File: src/rtl/fsp_pkg.sv
//------------------------------------------------------------------------------
// Summary of operation
// - op select 001 plus program trigger erases the addressed page, then trigger clears.
// - op select 000 is write mode; trigger copies write buffer into the page.
// - program trigger stays high for the 2.2 ms operation, then clears.
// - cpu stalls while erase, write or read is in progress.
// - erase and write run only while the unlocked flag is high.
// - erase always clears a whole page, never one word.
// - write programs the whole buffer as one page, never crossing a page.
// - after buffer clear and reload, repeat writes to an unerased page are accepted.
// - read: op 011, read enable, address, read trigger; data shown when trigger clears.
// - read trigger clears about three instruction cycles after being set.
// - reads need no unlock.
// - clearing unlocked flag blocks erase and write until unlock is redone.
// - op 110 plus arm starts timer; pattern in aux regs sets unlocked at timeout.
// - buffer clear request empties the buffer, then hardware clears the bit.
// - buffer holds 64 words; index steps after each data high write, stops at 63.
//------------------------------------------------------------------------------
`default_nettype none
package fsp_pkg;
    // register byte addresses on the wishbone bus
    localparam logic [7:0] REG_CTRL0   = 8'h00;
    localparam logic [7:0] REG_CTRL2   = 8'h04;
    localparam logic [7:0] REG_ADDR_LO = 8'h08;
    localparam logic [7:0] REG_ADDR_HI = 8'h0c;
    localparam logic [7:0] REG_D0_LO   = 8'h10;
    localparam logic [7:0] REG_D0_HI   = 8'h14;
    localparam logic [7:0] REG_D1_LO   = 8'h18;
    localparam logic [7:0] REG_D1_HI   = 8'h1c;
    localparam logic [7:0] REG_D2_LO   = 8'h20;
    localparam logic [7:0] REG_D2_HI   = 8'h24;
    localparam logic [7:0] REG_D3_LO   = 8'h28;
    localparam logic [7:0] REG_D3_HI   = 8'h2c;
    localparam logic [7:0] REG_STATUS  = 8'h30;
    localparam logic [7:0] REG_MASK    = 8'h34;
    // control register 0 fields
    localparam int CTL_PROG_TRIG = 0;
    localparam int CTL_READ_TRIG = 1;
    localparam int CTL_READ_EN   = 2;
    localparam int CTL_ARM       = 3;
    localparam int CTL_UNLOCKED  = 4;
    localparam int CTL_OP_LSB    = 5;
    // operation select codes
    localparam logic [2:0] OP_WRITE  = 3'h0;
    localparam logic [2:0] OP_ERASE  = 3'h1;
    localparam logic [2:0] OP_READ   = 3'h3;
    localparam logic [2:0] OP_UNLOCK = 3'h6;
    // status and mask bit positions
    localparam int ST_PROG_DONE = 0;
    localparam int ST_READ_DONE = 1;
    localparam int ST_UNLOCK_OK = 2;
    localparam int ST_UNLOCK_NG = 3;
    localparam int ST_BITS      = 4;
    // unlock pattern for aux regs 1 lo, 2 lo, 3 lo, 1 hi, 2 hi, 3 hi
    localparam logic [7:0] PAT_D1_LO = 8'h00;
    localparam logic [7:0] PAT_D2_LO = 8'h0d;
    localparam logic [7:0] PAT_D3_LO = 8'hc3;
    localparam logic [7:0] PAT_D1_HI = 8'h04;
    localparam logic [7:0] PAT_D2_HI = 8'h09;
    localparam logic [7:0] PAT_D3_HI = 8'h40;
    // geometry
    localparam int ADDR_W    = 14;
    localparam int WORD_W    = 16;
    localparam int PAGE_BITS = 6;
    localparam int PAGE_W    = ADDR_W - PAGE_BITS;
    localparam int BUF_WORDS = 64;
    // timing
    localparam int CLK_KHZ        = 10_000;
    localparam int PROG_TIME_US   = 2200;
    localparam int PROG_CYC       = PROG_TIME_US * CLK_KHZ / 1000;
    localparam int CLK_PER_INSTR  = 4;
    localparam int READ_INSTR     = 3;
    localparam int READ_CYC       = READ_INSTR * CLK_PER_INSTR;
    localparam int UNLOCK_CYC     = 256;
    localparam int CNT_W          = 24;
    // controller states
    typedef enum logic [2:0] {
        S_IDLE  = 3'b000,
        S_ERASE = 3'b001,
        S_PROG  = 3'b010,
        S_WAIT  = 3'b011,
        S_READ  = 3'b100
    } fsp_state_t;
endpackage
`default_nettype wire

File: src/rtl/fsp_wbuf_if.sv
`timescale 1ns/10ps
`default_nettype none
// write buffer port between controller and buffer store
interface fsp_wbuf_if;
    logic        clr_req;
    logic        clr_done;
    logic        wr_en;
    logic [5:0]  wr_idx;
    logic [15:0] wr_data;
    logic [5:0]  rd_idx;
    logic [15:0] rd_data;
    modport ctrl (output clr_req, wr_en, wr_idx, wr_data, rd_idx, input clr_done, rd_data);
    modport buff (input clr_req, wr_en, wr_idx, wr_data, rd_idx, output clr_done, rd_data);
endinterface
`default_nettype wire

File: src/rtl/fsp_ctrl.sv
// The Wishbone register port and the placing of the registers were decided locally.
`timescale 1ns/10ps
`default_nettype none
module fsp_ctrl
    import fsp_pkg::*;
#(
    parameter int PROG_CYCLES   = PROG_CYC,
    parameter int UNLOCK_CYCLES = UNLOCK_CYC
) (
    input  wire logic               sys_clk,
    input  wire logic               sys_rst,
    input  wire logic [7:0]         wb_adr_i,
    input  wire logic [31:0]        wb_dat_i,
    output logic      [31:0]        wb_dat_o,
    input  wire logic               wb_we_i,
    input  wire logic [3:0]         wb_sel_i,
    input  wire logic               wb_cyc_i,
    input  wire logic               wb_stb_i,
    output logic                    wb_ack_o,
    output logic                    irq,
    output logic                    cpu_stall,
    output logic      [ADDR_W-1:0]  fl_addr,
    output logic      [WORD_W-1:0]  fl_wdata,
    output logic                    fl_we,
    output logic                    fl_erase,
    output logic                    fl_re,
    input  wire logic [WORD_W-1:0]  fl_rdata
);
    fsp_wbuf_if bus ();
    fsp_state_t        state_q;
    logic              ack_q;
    logic [31:0]       dat_q;
    logic              prog_trig_q;
    logic              read_trig_q;
    logic              read_en_q;
    logic              arm_q;
    logic              unlocked_q;
    logic [2:0]        op_q;
    logic              clr_req_q;
    logic [7:0]        addr_lo_q;
    logic [5:0]        addr_hi_q;
    logic [7:0]        aux_q [8];
    logic [5:0]        idx_q;
    logic [5:0]        stream_q;
    logic [CNT_W-1:0]  cnt_q;
    logic [CNT_W-1:0]  arm_cnt_q;
    logic [ST_BITS-1:0] status_q;
    logic [ST_BITS-1:0] mask_q;
    logic [ST_BITS-1:0] ev;
    logic              wr_acc;
    logic              rd_acc;
    logic [7:0]        wv;
    logic [7:0]        ctrl0_rd;
    logic [7:0]        rd_mux;
    logic              pat_ok;
    logic              start_erase;
    logic              start_prog;
    logic              start_read;
    logic              prog_done;
    logic              read_done;
    logic              arm_expire;
    fsp_wbuf #(
        .DEPTH (BUF_WORDS)
    ) u_wbuf (
        .sys_clk (sys_clk),
        .sys_rst (sys_rst),
        .bp      (bus.buff)
    );
    //----------------------------------------------------------------
    // wishbone slave
    //----------------------------------------------------------------
    // writes land on the edge where ack is high, as the master sees it
    assign wr_acc = wb_cyc_i && wb_stb_i && wb_we_i && ack_q && wb_sel_i[0];
    assign rd_acc = wb_cyc_i && wb_stb_i && !wb_we_i && !ack_q;
    assign wv     = wb_dat_i[7:0];
    always_ff @(posedge sys_clk) begin
        if (sys_rst) begin
            ack_q <= 1'b0;
        end else begin
            ack_q <= wb_cyc_i && wb_stb_i && !ack_q;
        end
    end
    assign ctrl0_rd = {op_q, unlocked_q, arm_q, read_en_q, read_trig_q, prog_trig_q};
    // unmapped addresses read as zero
    always_comb begin
        rd_mux = 8'h00;
        unique case (wb_adr_i)
            REG_CTRL0:   rd_mux = ctrl0_rd;
            REG_CTRL2:   rd_mux = {7'h00, clr_req_q};
            REG_ADDR_LO: rd_mux = addr_lo_q;
            REG_ADDR_HI: rd_mux = {2'h0, addr_hi_q};
            REG_D0_LO:   rd_mux = aux_q[0];
            REG_D0_HI:   rd_mux = aux_q[1];
            REG_D1_LO:   rd_mux = aux_q[2];
            REG_D1_HI:   rd_mux = aux_q[3];
            REG_D2_LO:   rd_mux = aux_q[4];
            REG_D2_HI:   rd_mux = aux_q[5];
            REG_D3_LO:   rd_mux = aux_q[6];
            REG_D3_HI:   rd_mux = aux_q[7];
            REG_STATUS:  rd_mux = {4'h0, status_q};
            REG_MASK:    rd_mux = {4'h0, mask_q};
            default:     rd_mux = 8'h00;
        endcase
    end
    always_ff @(posedge sys_clk) begin
        if (sys_rst) begin
            dat_q <= 32'h0000_0000;
        end else if (rd_acc) begin
            dat_q <= {24'h00_0000, rd_mux};
        end
    end
    //----------------------------------------------------------------
    // operation launch decode
    //----------------------------------------------------------------
    // triggers are only honoured from idle; a busy engine ignores them
    // erase needs unlock
    assign start_erase = wr_acc && wb_adr_i == REG_CTRL0 && wv[CTL_PROG_TRIG]
                         && wv[CTL_OP_LSB +: 3] == OP_ERASE && unlocked_q
                         && state_q == S_IDLE && !clr_req_q;
    assign start_prog  = wr_acc && wb_adr_i == REG_CTRL0 && wv[CTL_PROG_TRIG]
                         && wv[CTL_OP_LSB +: 3] == OP_WRITE && unlocked_q
                         && state_q == S_IDLE && !clr_req_q;
    assign start_read  = wr_acc && wb_adr_i == REG_CTRL0 && wv[CTL_READ_TRIG]
                         && wv[CTL_OP_LSB +: 3] == OP_READ && wv[CTL_READ_EN]
                         && state_q == S_IDLE;
    assign prog_done   = (state_q == S_ERASE || state_q == S_WAIT) && cnt_q == CNT_W'(1);
    assign read_done   = state_q == S_READ && cnt_q == CNT_W'(1);
    assign arm_expire  = arm_q && arm_cnt_q == CNT_W'(1);
    assign pat_ok = aux_q[2] == PAT_D1_LO && aux_q[4] == PAT_D2_LO && aux_q[6] == PAT_D3_LO
                 && aux_q[3] == PAT_D1_HI && aux_q[5] == PAT_D2_HI && aux_q[7] == PAT_D3_HI;
    //----------------------------------------------------------------
    // control register 0
    //----------------------------------------------------------------
    always_ff @(posedge sys_clk) begin
        if (sys_rst) begin
            op_q        <= 3'h0;
            read_en_q   <= 1'b0;
            prog_trig_q <= 1'b0;
            read_trig_q <= 1'b0;
        end else begin
            if (wr_acc && wb_adr_i == REG_CTRL0 && state_q == S_IDLE) begin
                op_q      <= wv[CTL_OP_LSB +: 3];
                read_en_q <= wv[CTL_READ_EN];
            end
            prog_trig_q <= start_erase || start_prog || (prog_trig_q && !prog_done);
            read_trig_q <= start_read || (read_trig_q && !read_done);
        end
    end
    //----------------------------------------------------------------
    // unlock sequence
    //----------------------------------------------------------------
    // the arm bit cannot be cleared early by software; only the timer ends it
    always_ff @(posedge sys_clk) begin
        if (sys_rst) begin
            arm_q      <= 1'b0;
            arm_cnt_q  <= '0;
            unlocked_q <= 1'b0;
        end else begin
            if (!arm_q && wr_acc && wb_adr_i == REG_CTRL0 && wv[CTL_ARM]
                    && wv[CTL_OP_LSB +: 3] == OP_UNLOCK) begin
                arm_q     <= 1'b1;
                arm_cnt_q <= CNT_W'(UNLOCK_CYCLES);
            end else if (arm_expire) begin
                arm_q <= 1'b0;
            end else if (arm_q) begin
                arm_cnt_q <= arm_cnt_q - CNT_W'(1);
            end
            if (arm_expire && pat_ok) begin
                unlocked_q <= 1'b1;
            end else if (wr_acc && wb_adr_i == REG_CTRL0 && !wv[CTL_UNLOCKED]) begin
                unlocked_q <= 1'b0;
            end
        end
    end
    //----------------------------------------------------------------
    // address and data registers
    //----------------------------------------------------------------
    always_ff @(posedge sys_clk) begin
        if (sys_rst) begin
            addr_lo_q <= 8'h00;
            addr_hi_q <= 6'h00;
            idx_q     <= 6'h00;
            aux_q     <= '{default: 8'h00};
        end else begin
            if (wr_acc && wb_adr_i == REG_ADDR_LO) begin
                addr_lo_q <= wv;
                idx_q     <= wv[PAGE_BITS-1:0];
            end
            if (wr_acc && wb_adr_i == REG_ADDR_HI) begin
                addr_hi_q <= wv[5:0];
            end
            for (int i = 0; i < 8; i++) begin
                if (wr_acc && wb_adr_i == REG_D0_LO + 8'(4 * i)) begin
                    aux_q[i] <= wv;
                end
            end
            // index steps, stops at page end
            if (wr_acc && wb_adr_i == REG_D0_HI && idx_q != 6'(BUF_WORDS - 1)) begin
                idx_q <= idx_q + 6'h01;
            end
            if (read_done) begin
                aux_q[0] <= fl_rdata[7:0];
                aux_q[1] <= fl_rdata[15:8];
            end
        end
    end

    assign bus.wr_en   = wr_acc && wb_adr_i == REG_D0_HI;
    assign bus.wr_idx  = idx_q;
    assign bus.wr_data = {wv, aux_q[0]};
    assign bus.rd_idx  = stream_q;
    assign bus.clr_req = clr_req_q;

    always_ff @(posedge sys_clk) begin
        if (sys_rst) begin
            clr_req_q <= 1'b0;
        end else if (wr_acc && wb_adr_i == REG_CTRL2 && wv[0] && state_q == S_IDLE) begin
            clr_req_q <= 1'b1;
        end else if (bus.clr_done) begin
            clr_req_q <= 1'b0;
        end
    end

    //----------------------------------------------------------------
    // operation engine
    //----------------------------------------------------------------
    always_ff @(posedge sys_clk) begin
        if (sys_rst) begin
            state_q   <= S_IDLE;
            cnt_q     <= '0;
            stream_q  <= 6'h00;
            fl_addr   <= '0;
            fl_wdata  <= '0;
            fl_we     <= 1'b0;
            fl_erase  <= 1'b0;
            fl_re     <= 1'b0;
            cpu_stall <= 1'b0;
        end else begin
            fl_we    <= 1'b0;
            fl_erase <= 1'b0;
            fl_re    <= 1'b0;
            unique case (state_q)
                S_IDLE: begin
                    stream_q <= 6'h00;
                    if (start_erase) begin
                        state_q   <= S_ERASE;
                        cnt_q     <= CNT_W'(PROG_CYCLES);
                        fl_erase  <= 1'b1;
                        fl_addr   <= {addr_hi_q, addr_lo_q[7:PAGE_BITS], 6'h00};
                        cpu_stall <= 1'b1;
                    end else if (start_prog) begin
                        state_q   <= S_PROG;
                        cnt_q     <= CNT_W'(PROG_CYCLES);
                        cpu_stall <= 1'b1;
                    end else if (start_read) begin
                        state_q   <= S_READ;
                        cnt_q     <= CNT_W'(READ_CYC);
                        fl_re     <= 1'b1;
                        fl_addr   <= {addr_hi_q, addr_lo_q};
                        cpu_stall <= 1'b1;
                    end
                end
                S_PROG: begin
                    cnt_q    <= cnt_q - CNT_W'(1);
                    fl_we    <= 1'b1;
                    fl_wdata <= bus.rd_data;
                    fl_addr  <= {addr_hi_q, addr_lo_q[7:PAGE_BITS], stream_q};
                    stream_q <= stream_q + 6'h01;
                    if (stream_q == 6'(BUF_WORDS - 1)) begin
                        state_q <= S_WAIT;
                    end
                end
                S_ERASE, S_WAIT: begin
                    cnt_q <= cnt_q - CNT_W'(1);
                    if (prog_done) begin
                        state_q   <= S_IDLE;
                        cpu_stall <= 1'b0;
                    end
                end
                S_READ: begin
                    cnt_q <= cnt_q - CNT_W'(1);
                    if (read_done) begin
                        state_q   <= S_IDLE;
                        cpu_stall <= 1'b0;
                    end
                end
                default: begin
                    state_q   <= S_IDLE;
                    cpu_stall <= 1'b0;
                end
            endcase
        end
    end

    //----------------------------------------------------------------
    // interrupt status
    //----------------------------------------------------------------
    // erase/write completion, read completion and unlock pass/fail reported
    assign ev = {arm_expire && !pat_ok, arm_expire && pat_ok, read_done, prog_done};

    // an event in the clearing read survives: set wins over clear
    always_ff @(posedge sys_clk) begin
        if (sys_rst) begin
            status_q <= '0;
            mask_q   <= '0;
            irq      <= 1'b0;
        end else begin
            if (rd_acc && wb_adr_i == REG_STATUS) begin
                status_q <= ev;
            end else begin
                status_q <= status_q | ev;
            end
            if (wr_acc && wb_adr_i == REG_MASK) begin
                mask_q <= wv[ST_BITS-1:0];
            end
            irq <= |(status_q & mask_q);
        end
    end

    assign wb_ack_o = ack_q;
    assign wb_dat_o = dat_q;
endmodule
`default_nettype wire

File: src/rtl/fsp_wbuf.sv
`timescale 1ns/10ps
`default_nettype none
module fsp_wbuf
    import fsp_pkg::*;
#(
    parameter int DEPTH = BUF_WORDS
) (
    input  wire logic  sys_clk,
    input  wire logic  sys_rst,
    fsp_wbuf_if.buff   bp
);
    logic [WORD_W-1:0] mem_q [DEPTH];
    logic [5:0]        sweep_q;
    logic              done_q;

    //----------------------------------------------------------------
    // clear sweep
    //----------------------------------------------------------------
    // one word per cycle keeps the store a plain single-port array
    always_ff @(posedge sys_clk) begin
        if (sys_rst) begin
            sweep_q <= 6'h00;
            done_q  <= 1'b0;
        end else begin
            done_q <= 1'b0;
            if (bp.clr_req && !done_q) begin
                sweep_q <= sweep_q + 6'h01;
                if (sweep_q == 6'(DEPTH - 1)) begin
                    sweep_q <= 6'h00;
                    done_q  <= 1'b1;
                end
            end
        end
    end

    always_ff @(posedge sys_clk) begin
        if (bp.clr_req && !done_q) begin
            mem_q[sweep_q] <= '0;
        end else if (bp.wr_en) begin
            mem_q[bp.wr_idx] <= bp.wr_data;
        end
    end

    assign bp.rd_data  = mem_q[bp.rd_idx];
    assign bp.clr_done = done_q;
endmodule
`default_nettype wire

File: config.mk
export PLATFORM = sky130hd
export DESIGN_NAME = fsp_ctrl
export DESIGN_NICKNAME = d
export VERILOG_FILES = /design/src/rtl/fsp_pkg.sv /design/src/rtl/fsp_wbuf_if.sv /design/src/rtl/fsp_ctrl.sv /design/src/rtl/fsp_wbuf.sv
export SDC_FILE = /design/constraint.sdc
export NUM_CORES = 1
export LEC_CHECK = 0
export BUFFER_PORTS_ARGS = -buffer_cell sky130_fd_sc_hd__buf_2
export CAP_MARGIN = 20
export CELL_PAD_IN_SITES_DETAIL_PLACEMENT = 1
export CELL_PAD_IN_SITES_GLOBAL_PLACEMENT = 1
export CORE_MARGIN = 2
export CORE_UTILIZATION = 40
export CTS_BUF_LIST = sky130_fd_sc_hd__clkbuf_4
export CTS_CLUSTER_DIAMETER = 150
export DETAILED_ROUTE_END_ITERATION = 8
export GPL_TIMING_DRIVEN = 0
export PLACE_DENSITY = 0.6
export SYNTH_ARGS = -nofsm -noshare
export SYNTH_HDL_FRONTEND = slang
export SYNTH_HIERARCHICAL = 1
export SYNTH_SLANG_ARGS = --single-unit
export TNS_END_PERCENT = 30
File: constraint.sdc
create_clock -name sys_clk -period 6.2 [get_ports sys_clk]
set_input_delay 1.24 -clock sys_clk [delete_from_list [all_inputs] [get_ports sys_clk]]
set_output_delay 1.24 -clock sys_clk [all_outputs]
set_load 0.02 [all_outputs]
==> results of run 1 <==
power by group through the flow:
stage | clock network (mW) | logic, mW | registers [mW]
floorplan | 0 | 0.0839 | 9.02
global placement | 0 | 0.151 | 9.02
detailed placement | 0 | 0.154 | 9.02
CTS | 7.09 | 0.154 | 8.84
global route | 7.49 | 0.165 | 8.83
finish | 6.89 | 0.157 | 8.84
path summary, 6_finish.rpt:
| kind | from | endpoint | slack [ns] | cells past startpoint |
|---|---|---|---|---|
| setup / recovery | wb_ack_o$_SDFF_PP0_ | u_wbuf/mem_q[0][15]$_DFFE_PP_ | 0.97 | 11 |
| hold / removal | fl_rdata[4] | aux_q[60]$_SDFFE_PP0P_ | 0.32 | 3 |
| setup reg to reg | wb_ack_o$_SDFF_PP0_ | u_wbuf/mem_q[0][15]$_DFFE_PP_ | 0.97 | 11 |
| hold reg to reg | wb_dat_o[0]$_SDFFE_PP0P_ | wb_dat_o[0]$_SDFFE_PP0P_ | 0.46 | 2 |
kinds of logic (layout without fill, tap and decap cells):
group | after synthesis | count (layout) | synth area share
buf+inv | 220 | 958 | 0.0246
compound gates | 400 | 400 | 0.0554
mux | 421 | 421 | 0.148
xor+xnor | 15 | 15 | 0.00264
simple gates | 646 | 646 | 0.0665
fa+ha+maj | 7 | 7 | 0.00176
flops | 1233 | 1233 | 0.701
other cells | 1 | 31 | 0.0000753
routing by layer:
metal  vias to the layer above  wire length, um  global-route usage
met5                         -               30                   0
li1                      13100                -                   -
met2                      1165            75900               0.400
met1                     16100            66000               0.331
met4                         4             5670               0.104
met3                       288             9540              0.0453
state kept, by name, summed over array words and instances, names as in the netlist, 3 cells and up:
signal	cells
u_wbuf/mem_q	1024
aux_q	64
arm_cnt_q	24
cnt_q	24
fl_wdata	16
fl_addr	14
addr_lo_q	8
wb_dat_o	8
addr_hi_q	6
bus.rd_idx	6
bus.wr_idx	6
u_wbuf/sweep_q	6
mask_q	4
status_q	4
op_q	3
state_q	3
cell usage in the layout (no fill, tap or decap), types with 21 or more instances in the layout:
cell	n
buf_4	30
or3_1	22
o22ai_1	58
clkinv_1	77
nand4_1	25
nor2_2	62
a31oi_1	23
mux2i_1	145
a21oi_1	96
nand3_1	73
o211ai_1	28
clkbuf_1	91
conb_1	24
a211oi_1	34
nor2_1	147
buf_2	120
o21ai_0	21
buf_8	56
dfxtp_1	209
nand3b_1	21
mux4_2	250
nand2_1	132
clkbuf_4	481
edfxtp_1	1024
mux2_2	26
a22oi_1	33
buf_6	35
nor3_1	26
critical path, stage by stage (launching register included):
cell     delay, ns
dfxtp_1       0.38
and3_1        0.33
nand2_1       0.25
buf_1         0.32
nor3_1        0.27
buf_2         0.25
inv_1         0.16
nor2_4        0.27
mux2i_1       0.63
nand4_1       0.88
nor2_2        0.92
buf_8         0.25
stage by stage:
step / setup TNS, ns / cells / cell area, um^2
6_report: 0 / 5348 / 58000
5_1_grt: 0 / 5347 / 58000
4_1_cts: 0 / 5339 / 57900
3_5_place_dp: 0 / 4768 / 54000
3_3_place_gp: -261.11 / 4680 / 52400
2_1_floorplan: 0 / 2966 / 49900
area by class of cell:
class                      instances  area, um^2  area share
buffer                           202        1160      0.0199
timing repair buffer             167        1820      0.0313
multi-input combinational       1513       14000       0.241
clock buffer                     480        3600      0.0622
sequential                      1233       34900       0.603
tap                             1637        2050      0.0353
clock inverter                    91         355     0.00613
antenna                            7        17.5    0.000302
inverter                          18        67.6     0.00117
==> results.tsv, run 1 <==
stage	metric	value	unit
critical_path	critPathCaptureType	register	
final_layout	drive_gt1_frac	0.316	
power_and_ir_drop	seqPwrFrac	0.556	
power_and_ir_drop	power.density	274	mW/mm^2
die	core	0.124	mm^2
die	rows	129	
final_layout	finish.utilization	0.469	
place	gp_congestion	0.908	
die	die_x	357	um
die	pin_count	133	
critical_path	criticalPathCategory	reg2reg	
die	initial_core_util	0.403	
detailed_routing	drc	0	
place	io_buffer_count	77	
sta	finalCritPeriodShare	0.844	
critical_path	crit_required	7.09	ns
power_and_ir_drop	power	15.9	mW
grt	first_global_vias	32400	
power_and_ir_drop	power.switching	3.46	mW
die	die_h	357	um
clock_tree	cts_sinks	1233	
clock_tree	root_buffer	clkbuf_4	
sta	hold_viol	0	
sta	postLayoutSetupSlackWorst	0.967	ns
run	maxCapViolations	0	
clock_tree	clkLatencyLatePin	1.27	ns
clock_tree	hold_buffers	0	
synthesis	synthDistinctLibCells	85	
clock_tree	cts_resized	0	
sta	tightest_slew	1.13	ns
synthesis	ys_top_cells_by_count	edfxtp_1, mux4_2, dfxtp_1	
clock_tree	clkTransAtPathRegs	0.07	ns
grt	grt_pass1_wl	226000	um
run_status	status	complete, no violations	
detailed_routing	ant_nets	0	
power_and_ir_drop	comb_power_share	0.010	
synthesis	synth_seq_area_share	0.701	
synthesis	async_flop_share	0	
grt	antenna_found_initial	6	
synthesis	syn_area	0.0498	mm^2
detailed_routing	drt_iter0_markers	2901	
final_layout	syn2layout_area_growth	16.3	%
synthesis	synthTopCellsByArea	edfxtp_1, mux4_2, dfxtp_1	
synthesis	synth_top_area_frac	0.617	
hold_path	hold_path_class	in2reg	
synthesis	synth_edf_count	1024	
clock_tree	cts_made_buffers	342	
clock_tree	htree_num_levels	5	
place	place_hpwl	112000	um
detailed_routing	drt-total-wl	157000	um
grt	grt_max_degree	57	
final_layout	num-nets-final	3549	
sta	rsz0062_at_grt	no	
synthesis	synthFlopType	edfxtp_1	
grt	grtUsageTotal	0.248	
synthesis	synthCells	2943	
power_and_ir_drop	ir_drop	174	uV
sta	maxSlewHeadroom	0.237	
synthesis	yosys.area.top_type	edfxtp_1	
detailed_routing	via_count	30600	
place	dp_slack	0.00794	ns
sta	whs	0.324	ns
final_layout	fillCellCount	12200	
sta	finalSetupViolCount	0	
power_and_ir_drop	p_sw_frac	0.218	
die	die_area	0.127	mm^2
power_and_ir_drop	clkPwrFrac	0.434	
power_and_ir_drop	p_leak	20.5	nW
sta	finalMaxSlewViolations	0	
synthesis	postSynthAreaPerCell	16.9	um^2
critical_path	worstSetupStartpointType	register	
sta	min_period	5.23	ns
synthesis	synth-seq-cells	1233	
power_and_ir_drop	p_int	12.4	mW
detailed_routing	dr.pass1.iters	7	
synthesis	yosysMostFrequentCell	edfxtp_1	
sta	finClkSkew	0.0972	ns
clock_tree	post_cts_buffers	0	
sta	fmax	0.191	GHz
critical_path	crit_fanout	10	
detailed_routing	wl_per_cell	29.4	um
synthesis	ys_warn_count	6	
clock_tree	cts_tree	built	
clock_tree	cts_buffer_depth	4	
detailed_routing	via_per_inst	5.73	
critical_path	arrival	6.13	ns
grt	gr-total-overflow	0	
Power figures use the tool's default switching activity.
==> run 2, diff against run 1 <==
- PLACE_DENSITY: 0.6 -> 0.62
- clock period: 6.2 -> 4.55 ns (I/O delays scaled with it)
==> run 2 against run 1 <==
Compared with the run above: sequential power is 36% higher; the flow now finishes with violations (max-slew violations); sequential share of layout area is 0.61 points lower; highest routed layer unchanged; via count is 1.6% higher; clock power is 39% higher; non-clock buffer count is 42 higher.
==> results.tsv, run 2 (synthesis results as in run 1) <==
stage	metric	value	unit	change
critical_path	critPathCaptureType	register		
place	place_hpwl	108000	um	-2.9%
critical_path	criticalPathCategory	reg2reg		
grt	first_global_vias	32600		+0.78%
hold_path	hold_path_class	in2reg		
detailed_routing	via_count	31100		+1.6%
sta	setup_tns	0	ns	unchanged
final_layout	fin_area	0.0586	mm^2	+1.0%
detailed_routing	drc	0		unchanged
place	postPlaceCellArea	0.0539	mm^2	-0.11%
place	io_buffer_count	77		unchanged
sta	maxSlewHeadroom	-0.196		-0.433
critical_path	r2r-start	wb_ack_o$_SDFF_PP0_		
clock_tree	cts_buffer_depth	4		unchanged
sta	rsz0062_at_grt	yes		
power_and_ir_drop	p_leak	20.9	nW	+2.0%
grt	grt_pass1_wl	226000	um	-0.38%
grt	grtUsageTotal	0.246		-0.00188
final_layout	fillCellCount	12100		-0.97%
power_and_ir_drop	ir_drop	262	uV	+50%
grt	grt_max_degree	41		-28%
detailed_routing	via_per_inst	5.79		+1.1%
place	gp_congestion	0.917		+1.0%
sta	finClkSkew	0.0837	ns	-0.0135 ns
sta	finalCritPeriodShare	0.975		+0.131
die	initial_core_util	0.403		unchanged
final_layout	layout.cells.non_filler	5372		+0.45%
place	dp_slack	-1.19	ns	-1.20 ns
clock_tree	clkLatencyLatePin	1.28	ns	about the same
critical_path	crit_required	5.46	ns	-1.63 ns
sta	finalMaxSlewViolations	9		+9
detailed_routing	drt_iter0_markers	2859		-1.4%
final_layout	final_common_cell	edfxtp_1		
detailed_routing	dr.pass1.iters	5		-2
run_status	failed_checks	max-slew violations		
die	die_x	357	um	unchanged
die	die_h	357	um	unchanged
clock_tree	clkTransAtPathRegs	0.06	ns	about the same
hold_path	hold_depth	4		+1
place	place_inst	4759		-0.19%
detailed_routing	ant_nets	0		unchanged
clock_tree	root_buffer	clkbuf_4		
clock_tree	cts_sinks	1233		unchanged
run_status	status	complete, but fails checks		
clock_tree	cts_made_buffers	341		-0.29%
sta	hold_viol	0		unchanged
final_layout	drive_gt1_frac	0.320		+0.00459
final_layout	num-nets-final	3590		+1.2%
critical_path	arrival	5.34	ns	-0.79 ns
critical_path	worstSetupStartpointType	register		
sta	finalSetupViolCount	0		unchanged
run	maxCapViolations	0		unchanged
hold_path	min_to	fl_erase$_SDFF_PP0_		
die	die_area	0.127	mm^2	unchanged
final_layout	top_regs	u_wbuf/mem_q: 1024 flops, aux_q: 64 flops		
die	pin_count	133		unchanged
critical_path	timing.rr.end	u_wbuf/mem_q[59][4]$_DFFE_PP_		
grt	antenna_found_initial	7		+1
final_layout	layout_common_cells	edfxtp_1, clkbuf_4, mux4_2		
final_layout	regMostFlops	u_wbuf/mem_q		
sta	tightest_slew	1.79	ns	+0.665 ns
critical_path	r2r_cells	11		unchanged
grt	gr-total-overflow	0		unchanged
clock_tree	cts_tree	built		
sta	postLayoutSetupSlackWorst	0.115	ns	-0.852 ns
sta	whs	0.196	ns	-0.128 ns
die	rows	129		unchanged
critical_path	r2r_slack	0.11	ns	-0.85 ns
detailed_routing	wl_per_cell	29.0	um	-1.3%
hold_path	hold_start	wb_dat_i[6]		
sta	min_period	4.44	ns	-0.798 ns
die	core	0.124	mm^2	unchanged
sta	fmax	0.225	GHz	+18%
power_and_ir_drop	power.density	373	mW/mm^2	+36%
clock_tree	htree_num_levels	5		unchanged
detailed_routing	drt-total-wl	156000	um	-0.81%
critical_path	crit_fanout	10		unchanged
final_layout	largest_reg_flops	1024		unchanged
final_layout	syn2layout_area_growth	17.5	%	
==> run 2: timing repair <==
item	in CTS	in global routing
gates resized for setup	9	21
buffers inserted	13	13
endpoints found under the setup margin	341	661
hold buffers	28	0
pin swaps	8	5
gates cloned	0	0
endpoints found under the hold margin	26	0
==> run 2: worst max path at each step <==
stage,start,endpoint,depth (start not counted)
final,wb_ack_o$_SDFF_PP0_,u_wbuf/mem_q[59][4]$_DFFE_PP_,11
after detailed placement,wb_adr_i[2],u_wbuf/mem_q[24][11]$_DFFE_PP_,10
after CTS,wb_ack_o$_SDFF_PP0_,u_wbuf/mem_q[20][13]$_DFFE_PP_,11
after global routing,wb_ack_o$_SDFF_PP0_,u_wbuf/mem_q[60][3]$_DFFE_PP_,11
after floorplan,wb_adr_i[6],u_wbuf/mem_q[57][0]$_DFFE_PP_,10
after global placement,wb_adr_i[2],u_wbuf/mem_q[62][12]$_DFFE_PP_,10
==> run 2: through the flow <==
stage	power [mW]	util
finish	21.8	0.474
global route	22.7	0.474
CTS	22.1	0.472
detailed placement	12.5	0.436
global placement	12.5	0.424
floorplan	12.4	-
==> run 2: area by class of cell <==
class	count	area, um^2	area share
antenna	6	15.0	0.000256
buffer	201	1150	0.0197
clock buffer	478	3590	0.0613
clock inverter	76	409	0.00699
inverter	18	67.6	0.00115
multi-input combinational	1513	14100	0.241
sequential	1233	34900	0.597
tap	1637	2050	0.0350
timing repair buffer	210	2220	0.0378
==> run 2: per-layer routing <==
metal,vias to the layer above,track usage,share of wire
met5,-,0,0.000090
met2,1328,0.396,0.48
met4,2,0.0882,0.029
li1,13200,-,-
met3,283,0.0494,0.072
met1,16300,0.332,0.42
==> run 2: worst max-delay path: stages (launching register included) <==
cell,delay [ns]
dfxtp_1,0.40
and3_1,0.32
nand2_1,0.24
clkbuf_2,0.28
nor3_1,0.33
buf_2,0.27
inv_1,0.15
nor2_4,0.28
mux2i_1,0.63
nand3_1,0.38
nor3_4,0.56
buf_6,0.26
==> run 2: report_power, final <==
part           internal, mW  total (mW)  leakage, nW  switching (mW)
clock network          5.02        9.55         2.41            4.53
logic                0.0647       0.225         5.64           0.160
registers              12.0        12.0         12.9        0.000524
total                  17.1        21.8         20.9            4.69
==> run 3, diff against run 2 <==
- CAP_MARGIN: 20 -> default
- PLACE_DENSITY: 0.62 -> 0.6
- clock period: 4.55 -> 5.6 ns (I/O delays scaled with it)
==> run 3 against run 2 <==
Compared with the run above: first-iteration DRC count is 6.8% higher; setup slack better by 0.16 ns; global-route usage grew 0.30 points; the flow now finishes without violations; largest power group unchanged.
==> results.tsv, run 3 (synthesis results as in run 1) <==
stage	metric	value	unit	change
die	initial_core_util	0.403		unchanged
clock_tree	cts_buffer_depth	4		unchanged
sta	finClkSkew	0.0848	ns	+0.00110 ns
clock_tree	cts_made_buffers	344		+0.88%
grt	grt_max_degree	57		+39%
grt	gr-total-overflow	0		unchanged
grt	first_global_vias	32500		-0.34%
detailed_routing	dr.pass1.iters	5		unchanged
power_and_ir_drop	power.density	306	mW/mm^2	-18%
sta	postLayoutSetupSlackWorst	0.275	ns	+0.160 ns
final_layout	layout_common_cells	edfxtp_1, clkbuf_4, mux4_2		
power_and_ir_drop	seqPwrFrac	0.551		about the same
clock_tree	hold_buffers	0		-100%
grt	grt_pass1_wl	228000	um	+1.0%
clock_tree	clkLatencyLatePin	1.22	ns	-0.06 ns
critical_path	crit_chain	and3_1 > nand2_1 > buf_1 > nor3_1 > buf_2 > inv_1 > nor2_4 > mux2i_1 > nand4_1 > nor2_2 > buf_8		
clock_tree	cts_resized	0		-9
critical_path	critPathTopFamily	simple AND/OR/NAND/NOR gates		
critical_path	crit_path_top_delay_cell	nor2_2		
critical_path	crit_fanout	10		unchanged
critical_path	worstSetupStartpointType	register		
final_layout	ff_latch_area	0.0349	mm^2	unchanged
final_layout	drive_gt1_frac	0.318		-0.00236
final_layout	num-nets-final	3547		-1.2%
final_layout	finish.utilization	0.469		-0.00437
detailed_routing	ant_nets	0		unchanged
sta	finalCritPeriodShare	0.951		-0.0238
die	die_h	357	um	unchanged
die	pin_count	133		unchanged
die	core	0.124	mm^2	unchanged
detailed_routing	via_count	30700		-1.4%
detailed_routing	wl_per_cell	29.4	um	+1.5%
critical_path	critPathCaptureType	register		
power_and_ir_drop	p_leak	20.5	nW	-1.9%
detailed_routing	via_per_inst	5.73		-0.97%
final_layout	layout.cells.non_filler	5347		-0.47%
critical_path	criticalPathCategory	reg2reg		
power_and_ir_drop	p_int	13.9	mW	-19%
critical_path	crit_required	6.49	ns	+1.03 ns
critical_path	path_buf_inv	4		unchanged
clock_tree	cts_tree	built		
sta	finalMaxSlewViolations	0		-9
detailed_routing	drc	0		unchanged
grt	antenna_found_initial	6		-1
grt	grtUsageTotal	0.249		+0.00296
place	place_hpwl	111000	um	+2.8%
sta	fmax	0.188	GHz	-17%
clock_tree	root_buffer	clkbuf_4		
power_and_ir_drop	ir_drop	191	uV	-27%
place	place_inst	4766		+0.15%
hold_path	hold_path_class	in2reg		
critical_path	cpPeakStageDelay	0.91	ns	+0.28 ns
clock_tree	htree_num_levels	5		unchanged
detailed_routing	drt_iter0_markers	3052		+6.8%
final_layout	syn2layout_area_growth	16.4	%	
clock_tree	cts_sinks	1233		unchanged
final_layout	regMostFlops	u_wbuf/mem_q		
place	gp_congestion	0.908		-1.0%
final_layout	final_common_cell	edfxtp_1		
critical_path	arrival	6.22	ns	+0.88 ns
sta	min_period	5.33	ns	+0.890 ns
place	dp_slack	-0.494	ns	+0.700 ns
sta	tightest_slew	1.32	ns	-0.477 ns
power_and_ir_drop	clkPwrFrac	0.439		about the same
place	io_buffer_count	77		unchanged
run	maxCapViolations	0		unchanged
power_and_ir_drop	p_sw_frac	0.218		+0.00266
run_status	status	complete, no violations		
final_layout	multi_input_area	0.0140	mm^2	-1.1%
power_and_ir_drop	comb_power_share	0.010		about the same
sta	hold_viol	0		unchanged
sta	finalSetupViolCount	0		unchanged
die	die_x	357	um	unchanged
detailed_routing	drt-total-wl	157000	um	+1.0%
final_layout	largest_reg_flops	1024		unchanged
final_layout	fillCellCount	12100		+0.56%
final_layout	top_regs	u_wbuf/mem_q: 1024 flops, aux_q: 64 flops		
power_and_ir_drop	power.switching	3.86	mW	-18%
clock_tree	post_cts_buffers	0		-13
die	rows	129		unchanged
die	die_area	0.127	mm^2	unchanged
clock_tree	clkTransAtPathRegs	0.06	ns	about the same
sta	maxSlewHeadroom	0.110		+0.306
sta	rsz0062_at_grt	no		
==> run 3: final cells by class <==
cell class | instances | share of cell area
repair buffers | 163 | 0.0307
multi-input cells | 1513 | 0.241
clock inverters | 85 | 0.00675
well taps | 1637 | 0.0353
diodes | 10 | 0.000431
flip-flops and latches | 1233 | 0.602
plain buffers | 202 | 0.0199
clock buffers | 486 | 0.0629
inverters | 18 | 0.00116
==> run 3: final timing paths <==
check | slack [ns] | from | depth (start not counted) | to
hold / removal | 0.23 | fl_rdata[6] | 3 | aux_q[62]$_SDFFE_PP0P_
setup reg to reg | 0.27 | wb_ack_o$_SDFF_PP0_ | 11 | u_wbuf/mem_q[0][8]$_DFFE_PP_
setup / recovery | 0.27 | wb_ack_o$_SDFF_PP0_ | 11 | u_wbuf/mem_q[0][8]$_DFFE_PP_
hold reg to reg | 0.46 | wb_dat_o[0]$_SDFFE_PP0P_ | 2 | wb_dat_o[0]$_SDFFE_PP0P_
==> run 3: routing by layer <==
layer  global-route usage  vias to the layer above  routed length, um
met3               0.0449                      264               9920
met5                    0                        -                 13
met2                0.402                     1184              76400
met4                0.101                        2               5000
li1                     -                    13100                  -
met1                0.334                    16100              66100
==> run 3: power groups by stage <==
stage | Combinational [mW] | Clock, mW | Sequential [mW]
finish | 0.173 | 7.79 | 9.78
global route | 0.180 | 8.47 | 9.78
floorplan | 0.0929 | 0 | 9.98
detailed placement | 0.169 | 0 | 9.98
CTS | 0.170 | 8.02 | 9.78
global placement | 0.167 | 0 | 9.98
==> run 3: per-stage QoR <==
stage	area, um^2	power [mW]	setup TNS [ns]	hold slack (ns)
2_1_floorplan	49900	10.1	0	0.432
3_3_place_gp	52400	10.1	-847.44	0.444
3_5_place_dp	54000	10.2	-87.72	0.451
4_1_cts	58000	18.0	0	0.0691
5_1_grt	58000	18.4	0	0.0960
6_report	58000	17.8	0	0.225
==> run 3: worst min-delay path, delay by kind of cell <==
family / cells / cell delay [ns]
buffers and inverters: 1 / 0.09
AOI/OAI and AO/OA: 1 / 0.05
and+or+nand+nor: 1 / 0.09
